### src/hw/led_indicator_pkg.sv
// Purpose: constants and types for the second-lamp indicator controller
// Assumes: 40 MHz pclk, 32-bit APB, register index times four is the byte address
// Notes: blink rates are in milliseconds of a 1 ms time base
package led_indicator_pkg;
	localparam int          CLK_HZ          = 40_000_000;
	localparam int          TICK_TIME_US    = 1000;
	localparam int          MS_TICK_CYCLES  = (CLK_HZ / 1_000_000) * TICK_TIME_US;
	localparam int          MIN_ON_MS       = 10;
	// one extra tick: the first tick may arrive right after the load
	localparam int          MIN_ON_TICKS    = MIN_ON_MS + 1;
	localparam int          LEVEL_WINDOW_MS = 1000;
	localparam int          LEVEL_UNIT_MS   = 42;

	localparam int          ADDR_W          = 18;
	localparam logic [15:0] IDX_LEVEL_CFG   = 16'h40c1;
	localparam logic [15:0] IDX_BLINK_RATE  = 16'h40c2;
	localparam logic [15:0] IDX_LED_CTRL    = 16'h40c3;
	localparam logic [15:0] IDX_LED_STATUS  = 16'h40c4;

	// led_second_output_control fields
	localparam int          FORCE_EN_BIT    = 15;
	localparam int          FORCE_SEL_LSB   = 13;
	localparam int          ACT_IND_BIT     = 12;
	localparam int          RX_BLK_BIT      = 8;
	localparam int          TX_ON_BIT       = 7;
	localparam int          RX_ON_BIT       = 6;
	localparam int          FAST_ON_BIT     = 5;
	localparam int          SLOW_ON_BIT     = 4;
	localparam int          COL_BLK_BIT     = 3;
	localparam int          FAST_BLK_BIT    = 2;
	localparam int          SLOW_BLK_BIT    = 1;
	localparam logic [15:0] LED_CTRL_RESET  = 16'h0120;
	localparam logic [15:0] LED_CTRL_WMASK  = 16'hf1fe;

	// led_blink_rate_select: mode0 15:12, mode1 11:8, mode2 7:4, mode3 3:0
	localparam logic [15:0] BLINK_RATE_RESET = 16'hec75;

	// level configuration: select 6, level enable 5, threshold 4:0
	localparam int          COL_SEL_BIT     = 6;
	localparam int          LEVEL_EN_BIT    = 5;
	localparam logic [15:0] LEVEL_CFG_RESET = 16'h004c;
	localparam logic [15:0] LEVEL_CFG_WMASK = 16'h007f;

	typedef logic [13:0] ms_count_t;
	typedef enum logic [1:0] {FORCE_OFF, FORCE_ON, FORCE_BLINK1, FORCE_BLINK0} force_sel_t;

	// full period in ms for each rate code
	function automatic ms_count_t rate_period_ms(input logic [3:0] code);
		ms_count_t p [16] = '{14'd10000, 14'd9400, 14'd8000, 14'd6000, 14'd4000, 14'd3000,
			14'd2000, 14'd1500, 14'd1000, 14'd800, 14'd600, 14'd400, 14'd250, 14'd200,
			14'd125, 14'd100};
		return p[code];
	endfunction : rate_period_ms

	// share of the period spent dark, in percent
	function automatic logic [6:0] rate_off_pct(input logic [3:0] code);
		logic [6:0] o [16] = '{7'd6, 7'd7, 7'd10, 7'd10, 7'd20, 7'd20, 7'd30, 7'd30,
			7'd40, 7'd40, 7'd50, 7'd50, 7'd50, 7'd50, 7'd50, 7'd50};
		return o[code];
	endfunction : rate_off_pct
endpackage : led_indicator_pkg

### src/hw/link_led_indicator_control.sv
// Purpose: drives the second indicator lamp from link state, activity and software
// Assumes: status inputs synchronous to pclk, APB slave with zero wait states
// Notes: lamp output is active high, registered
//
// Summary of operation
// - rate field 11:8 sets blink mode 1, reset twelve
// - rate field 7:4 sets blink mode 2, reset seven
// - rate field 3:0 sets blink mode 3, reset five
// - bit 15 enables force; select 14:13 otherwise ignored
// - force select: off, on, mode1 blink, mode0 blink
// - receive activity blinks by traffic weight, gated
// - transmit activity lights lamp at least 10 ms
// - receive activity lights lamp at least 10 ms
// - bit 5 lights lamp at 100 Mb/s link
// - bit 4 lights lamp at 10 Mb/s link
// - bit 3 blinks lamp on fast-link collisions
// - bit 2 blinks mode 2 at 100 Mb/s
// - bit 1 blinks mode 3 at 10 Mb/s
// - rate code 0 slow, 14 is 8 Hz, 15 is 10 Hz
// - collision select one uses mode 0, zero mode 1
// - traffic heavy above threshold times 42 ms per second
// - level enable picks mode 0 for heavy traffic
//
// The implementer's own choice: the APB interface to the registers.
`timescale 1ns/1ps
module link_led_indicator_control
	import led_indicator_pkg::*;
#(
	parameter int TICK_CYCLES = MS_TICK_CYCLES
) (
	input  wire logic              pclk,
	input  wire logic              presetn,
	input  wire logic              psel,
	input  wire logic              penable,
	input  wire logic              pwrite,
	input  wire logic [ADDR_W-1:0] paddr,
	input  wire logic [31:0]       pwdata,
	input  wire logic [3:0]        pstrb,
	output logic [31:0]            prdata,
	output logic                   pready,
	output logic                   pslverr,
	input  wire logic              link_up,
	input  wire logic              speed_fast,
	input  wire logic              rx_active,
	input  wire logic              tx_active,
	input  wire logic              collision,
	output logic                   led_on
);
	logic [15:0] led_second_output_control;
	logic [15:0] led_blink_rate_select;
	logic [15:0] level_config;
	logic [15:0] status_word;
	logic [15:0] tick_count;
	logic        ms_tick;
	logic [3:0]  wave;
	logic [10:0] rx_window_ms;
	logic [10:0] tx_window_ms;
	logic [9:0]  window_ms;
	logic        rx_heavy;
	logic        tx_heavy;
	logic [3:0]  rx_hold;
	logic [3:0]  tx_hold;
	logic        next_led;

	// apb slave
	logic        setup;
	logic        wr_access;
	logic        hit_ctrl;
	logic        hit_rate;
	logic        hit_cfg;
	logic        hit_stat;
	logic        mapped;
	logic [15:0] wdata16;
	logic [15:0] byte_mask;

	// the low two address bits must be zero; unaligned bytes do not decode
	assign setup     = psel && !penable;
	assign wr_access = psel && penable && pwrite;
	assign hit_ctrl  = paddr == {IDX_LED_CTRL, 2'b00};
	assign hit_rate  = paddr == {IDX_BLINK_RATE, 2'b00};
	assign hit_cfg   = paddr == {IDX_LEVEL_CFG, 2'b00};
	assign hit_stat  = paddr == {IDX_LED_STATUS, 2'b00};
	assign mapped    = hit_ctrl || hit_rate || hit_cfg || hit_stat;
	assign wdata16   = pwdata[15:0];
	assign byte_mask = {{8{pstrb[1]}}, {8{pstrb[0]}}};
	// pstrb[3:2] ignored: every register is sixteen bits wide
	// zero wait states; unmapped addresses and status writes report an error
	assign pready    = 1'b1;
	assign pslverr   = psel && penable && (!mapped || (pwrite && hit_stat));

	always_ff @(posedge pclk or negedge presetn) begin
		if (!presetn) begin
			led_second_output_control <= LED_CTRL_RESET;
		end else if (wr_access && hit_ctrl) begin
			led_second_output_control <= (led_second_output_control & ~(byte_mask
				& LED_CTRL_WMASK)) | (wdata16 & byte_mask & LED_CTRL_WMASK);
		end
	end

	always_ff @(posedge pclk or negedge presetn) begin
		if (!presetn) begin
			led_blink_rate_select <= BLINK_RATE_RESET;
		end else if (wr_access && hit_rate) begin
			// a new rate keeps the running phase; it wraps at the new period
			led_blink_rate_select <= (led_blink_rate_select & ~byte_mask)
				| (wdata16 & byte_mask);
		end
	end

	always_ff @(posedge pclk or negedge presetn) begin
		if (!presetn) begin
			level_config <= LEVEL_CFG_RESET;
		end else if (wr_access && hit_cfg) begin
			level_config <= (level_config & ~(byte_mask & LEVEL_CFG_WMASK))
				| (wdata16 & byte_mask & LEVEL_CFG_WMASK);
		end
	end

	// live view for software, not latched; bits 15:8 read as zero
	assign status_word = {8'h00, rx_hold != 4'h0, tx_hold != 4'h0, rx_heavy, tx_heavy,
		wave};

	// read data is captured in the setup cycle so it comes from a flop
	always_ff @(posedge pclk or negedge presetn) begin
		if (!presetn) begin
			prdata <= 32'h0000_0000;
		end else if (setup && !pwrite) begin
			case (1'b1)
				hit_ctrl: prdata <= {16'h0000, led_second_output_control};
				hit_rate: prdata <= {16'h0000, led_blink_rate_select};
				hit_cfg:  prdata <= {16'h0000, level_config};
				hit_stat: prdata <= {16'h0000, status_word};
				default:  prdata <= 32'h0000_0000;
			endcase
		end
	end

	// 1 ms time base, shared so all waveforms and holds stay in step
	always_ff @(posedge pclk or negedge presetn) begin
		if (!presetn) begin
			tick_count <= 16'h0000;
			ms_tick    <= 1'b0;
		end else if (tick_count == 16'(TICK_CYCLES - 1)) begin
			tick_count <= 16'h0000;
			ms_tick    <= 1'b1;
		end else begin
			tick_count <= tick_count + 16'h0001;
			ms_tick    <= 1'b0;
		end
	end

	// four blink waveforms; period and dark share come from the rate tables
	for (genvar m = 0; m < 4; m++) begin : g_blink
		logic [3:0]  code;
		ms_count_t   period;
		logic [20:0] dark_scaled;
		ms_count_t   dark_ms;
		ms_count_t   phase;

		// field of mode m sits at bits 15-4m down to 12-4m
		assign code        = led_blink_rate_select[15-4*m -: 4];
		assign period      = rate_period_ms(code);
		assign dark_scaled = 21'(period) * 21'(rate_off_pct(code));
		assign dark_ms     = 14'(dark_scaled / 21'd100);

		always_ff @(posedge pclk or negedge presetn) begin
			if (!presetn) begin
				phase <= '0;
			end else if (ms_tick) begin
				// a shortened period after a rate change restarts the cycle
				phase <= (phase >= period - 14'd1) ? '0 : phase + 14'd1;
			end
		end

		// lit first, dark for the tail of the period
		// dark share rounds down to whole ms
		assign wave[m] = phase < (period - dark_ms);
	end

	// traffic weight
	// counts clear at the window edge, so each window sees 999 ticks
	always_ff @(posedge pclk or negedge presetn) begin
		if (!presetn) begin
			window_ms    <= '0;
			rx_window_ms <= '0;
			tx_window_ms <= '0;
			rx_heavy     <= 1'b0;
			tx_heavy     <= 1'b0;
		end else if (ms_tick) begin
			if (window_ms == 10'(LEVEL_WINDOW_MS - 1)) begin
				window_ms    <= '0;
				rx_window_ms <= '0;
				tx_window_ms <= '0;
				// judged separately for each direction
				rx_heavy <= rx_window_ms > 11'(level_config[4:0] * LEVEL_UNIT_MS);
				tx_heavy <= tx_window_ms > 11'(level_config[4:0] * LEVEL_UNIT_MS);
			end else begin
				window_ms    <= window_ms + 10'd1;
				rx_window_ms <= rx_window_ms + 11'(rx_active);
				tx_window_ms <= tx_window_ms + 11'(tx_active);
			end
		end
	end

	// minimum on time
	// reloaded while active, so the hold runs from the last active cycle
	always_ff @(posedge pclk or negedge presetn) begin
		if (!presetn) begin
			rx_hold <= 4'h0;
		end else if (link_up && rx_active) begin
			rx_hold <= 4'(MIN_ON_TICKS);
		end else if (ms_tick && rx_hold != 4'h0) begin
			rx_hold <= rx_hold - 4'h1;
		end
	end

	always_ff @(posedge pclk or negedge presetn) begin
		if (!presetn) begin
			tx_hold <= 4'h0;
		end else if (link_up && tx_active) begin
			tx_hold <= 4'(MIN_ON_TICKS);
		end else if (ms_tick && tx_hold != 4'h0) begin
			tx_hold <= tx_hold - 4'h1;
		end
	end

	// lamp decision
	logic       force_en;
	force_sel_t force_sel;
	logic       link_fast;
	logic       link_slow;
	logic       speed_on;
	logic       rx_blink;
	logic       col_blink;
	logic       fast_blink;
	logic       slow_blink;
	logic       any_blink;
	logic       blink_level;
	logic       steady;

	assign force_en  = led_second_output_control[FORCE_EN_BIT];
	assign force_sel = force_sel_t'(led_second_output_control[FORCE_SEL_LSB +: 2]);
	assign link_fast = link_up && speed_fast;
	assign link_slow = link_up && !speed_fast;
	// speed on-condition also gates receive blinking when bit 12 is clear
	assign speed_on  = (led_second_output_control[FAST_ON_BIT] && link_fast)
		|| (led_second_output_control[SLOW_ON_BIT] && link_slow);

	assign rx_blink   = led_second_output_control[RX_BLK_BIT] && link_up && rx_active
		&& (led_second_output_control[ACT_IND_BIT] || speed_on);
	assign col_blink  = led_second_output_control[COL_BLK_BIT] && link_fast
		&& collision;
	assign fast_blink = led_second_output_control[FAST_BLK_BIT] && link_fast;
	assign slow_blink = led_second_output_control[SLOW_BLK_BIT] && link_slow;
	assign any_blink  = rx_blink || col_blink || fast_blink || slow_blink;

	// among blink sources, collision then receive then speed
	// a collision burst stays visible even under heavy receive traffic
	always_comb begin
		if (col_blink) begin
			blink_level = level_config[COL_SEL_BIT] ? wave[0] : wave[1];
		end else if (rx_blink) begin
			blink_level = (level_config[LEVEL_EN_BIT] && rx_heavy) ? wave[0]
				: wave[1];
		end else if (fast_blink) begin
			blink_level = wave[2];
		end else begin
			blink_level = wave[3];
		end
	end

	assign steady = (led_second_output_control[TX_ON_BIT] && tx_hold != 4'h0)
		|| (led_second_output_control[RX_ON_BIT] && rx_hold != 4'h0)
		|| (led_second_output_control[FAST_ON_BIT] && link_fast)
		|| (led_second_output_control[SLOW_ON_BIT] && link_slow);

	always_comb begin
		// force wins even with the link down
		if (force_en) begin
			case (force_sel)
				FORCE_OFF:    next_led = 1'b0;
				FORCE_ON:     next_led = 1'b1;
				FORCE_BLINK1: next_led = wave[1];
				FORCE_BLINK0: next_led = wave[0];
				default:      next_led = 1'b0;
			endcase
		end else if (any_blink) begin
			next_led = blink_level;
		end else begin
			next_led = steady;
		end
	end

	always_ff @(posedge pclk or negedge presetn) begin
		if (!presetn) begin
			led_on <= 1'b0;
		end else begin
			// registered so the pin never glitches while sources switch
			led_on <= next_led;
		end
	end
endmodule : link_led_indicator_control

### config.mk
export PLATFORM = sky130hd
export DESIGN_NAME = link_led_indicator_control
export DESIGN_NICKNAME = d
export VERILOG_FILES = /design/src/hw/led_indicator_pkg.sv /design/src/hw/link_led_indicator_control.sv
export SDC_FILE = /design/constraint.sdc
export NUM_CORES = 1
export LEC_CHECK = 0
export ABC_AREA = 1
export BUFFER_PORTS_ARGS = -buffer_cell sky130_fd_sc_hd__buf_2
export CAP_MARGIN = 25
export CORE_UTILIZATION = 35
export CTS_CLUSTER_DIAMETER = 30
export DETAILED_ROUTE_END_ITERATION = 8
export GPL_TIMING_DRIVEN = 0
export PLACE_DENSITY = 0.55
export SYNTH_ARGS = -nofsm -noshare
export SYNTH_HDL_FRONTEND = slang
export SYNTH_SLANG_ARGS = --single-unit
### constraint.sdc
create_clock -name pclk -period 15.8 [get_ports pclk]
set_input_delay 1.58 -clock pclk [delete_from_list [all_inputs] [get_ports pclk]]
set_output_delay 1.58 -clock pclk [all_outputs]
set_load 0.01 [all_outputs]
==> impl_results.md <==
- Top cell by count, worst path: nand2_4
- Post-DRT Antenna Nets: 0
- Post-synth top area cell: ha_1
- Total GRT Usage: 18.0%
- Max clock buf depth: 2
- Die W: 320 um
- Worst-path clk slew: 0.08 ns
- Final Critical Period: 15.60 ns
- CTS Buf Count: 17
- Final setup margin: 0.199 ns
- Synth warn: 0
- Family with the most delay on the worst path: simple AND/OR/NAND/NOR gates
- Yosys top cell area share: 15.4%
- Wirelength per Cell: 13.1 um
- HPWL after detailed placement: 75,200 um
- CTS tree: yes
- Post-synth EDFFs: 0
- Antenna diodes: 0
- Seq cells post-synth: 167
- Worst skew pair latency: 0.46 ns
- Max stage delay on crit path: 0.58 ns
- CP arrival: 15.97 ns
- 1st-pass router iterations: 5
- Element type at the critical path end: flip-flop
- Worst hold start: tick_count[0]
- IO Pins: 99
- DP Worst Slack: -2.26 ns
- Achievable Freq: 0.0641 GHz
- Top FF cell, synth: dfrtp_1
- Clock skew: 0.0139 ns
- Largest net degree at the start of global routing: 92
- Setup crit start kind: flip-flop
- Vias in the first global route: 32,100
- Die H: 320 um
- # H-tree levels: 4
- Synthesized cell area: 0.0355 sq mm
- Final Hold Vio Count: 0
- Status: finished clean
- Row cnt: 116
- Slowest CP cell: dfstp_2
- Synth cell types: 76
- Post-synth top cells: nand2_1 (1,291), inv_1 (966), nor2_1 (575)
- # placed instances: 6,906
- Final GP Congestion: 0.897
- Max-cap viol count: 0
- First DRT Iteration DRCs: 1,727
- Slew HR: 27.9%
- Period utilisation layout: 98.7%
- Die ar.: 0.103 sq mm
- GRT overflow: 0
- Synth Instances: 5,404
- Starting Density: 35.4%
- Final WL: 95,400 um
- Initial antenna violation count: 2
- Clock Sinks: 167
- Area Overhead vs Synth: 25.9%
- CORE AREA: 0.100 sq mm
- Crit path max fanout: 8
- CTS root buf: clkbuf_16
- Synth top area cells: ha_1 (15%), nand2_1 (14%), fa_1 (11%)
- Global-route wire length before repair: 156,000 um
- Max-slew violations: 0
- Final setup fails: 0
- Post-synth ARST share: 100%
- Layout cells sized above 1: 23.4%
- Crit Path Class: flip-flop to flip-flop
- DR vias: 35,000
- DR vias/cell: 4.79
- Worst Tran Pin Value: 1.08 ns
- Register area share after synthesis: 11.8%
- Nets: 6,624
- Mean post-synth cell area: 6.56 sq um
- DRC violations left: 0
- Non-Filler Instances: 7,302
- WP buf/inv: 20
- RSZ-0062 raised after global routing: yes
- I/O Buffers: 63
- Required @ worst endpoint: 16.17 ns
- Most common cell in the netlist: nand2_1
- Worst Hold Class: flip-flop to flip-flop
[through the flow]
step / TNS [ns] / util (%) / hold slack, ns / area, sq um
finish: 0 / 44.5 / 0.457 / 44600
global route: -2.08 / 44.5 / 0.488 / 44600
CTS: 0 / 40.3 / 0.465 / 40500
detailed placement: -7.58 / 37.7 / 0.456 / 37800
floorplan: 0 / - / 0.433 / 35800
global placement: -7.28 / 37.7 / 0.452 / 37800
[placed cells by master, fill, tap and decap left out, drive strengths merged, types with 16 or more instances in the layout]
master,count
nor3,61
nand3b,27
a31oi,16
a21oi,235
o211ai,28
nand3,407
buf,456
conb,80
nor2,613
nand4,113
o21bai,30
fa,192
dfrtp,152
inv,1002
o21ai,201
clkbuf,43
xnor2,51
nor4,19
xor2,157
ha,436
nand2,1465
o21a,30
[worst paths after layout]
kind                                  to  slack, ns  cells after the start
setup / recovery                  led_on       0.20                    119
hold / removal             tick_count[0]       0.46                      1
setup reg to reg                  led_on       0.20                    119
hold reg to reg            tick_count[0]       0.46                      1
max in group asynchronous      async pin      13.78                      2
min in group asynchronous      async pin       1.09                      1
[area by class of cell]
| class | instances | area (sq um) |
|---|---|---|
| Clock buffer | 18 | 439 |
| Clock inverter | 14 | 178 |
| Timing Repair Buffer | 430 | 3210 |
| Inverter | 1008 | 3860 |
| Buffer | 51 | 350 |
| Tap cell | 1357 | 1700 |
| Multi-Input combinational cell | 4257 | 30700 |
| Sequential cell | 167 | 4200 |
| Fill cell | 10300 | 55600 |
[cells by family after synthesis]
logic type,share of synthesized area [%]
fa+ha+maj,26.2
other cells,0.0212
buf+inv,11.5
flops,11.8
simple gates,35.3
xor+xnor,5.22
mux,0.123
compound gates,9.79
[layer usage]
metal	track usage (%)	wire length, um	share of wire, %	vias to the layer above
met1	25.3	45900	48	16200
met5	0	0	0	-
met4	3.25	1510	1.6	0
met3	1.17	2360	2.5	90
li1	-	-	-	18200
met2	30.4	45700	48	462
[repair_timing]
action / 4_1_cts / 5_1_grt
buffers inserted: 132 / 230
pin swaps: 130 / 381
resized for setup: 252 / 669
hold buffers: 0 / 0
endpoints found under the setup margin: 5 / 5
cloned: 6 / 1
Power is left out: the tool's default activity adds up to more than one toggle a clock period on the data nets, which glitch-free logic cannot reach.
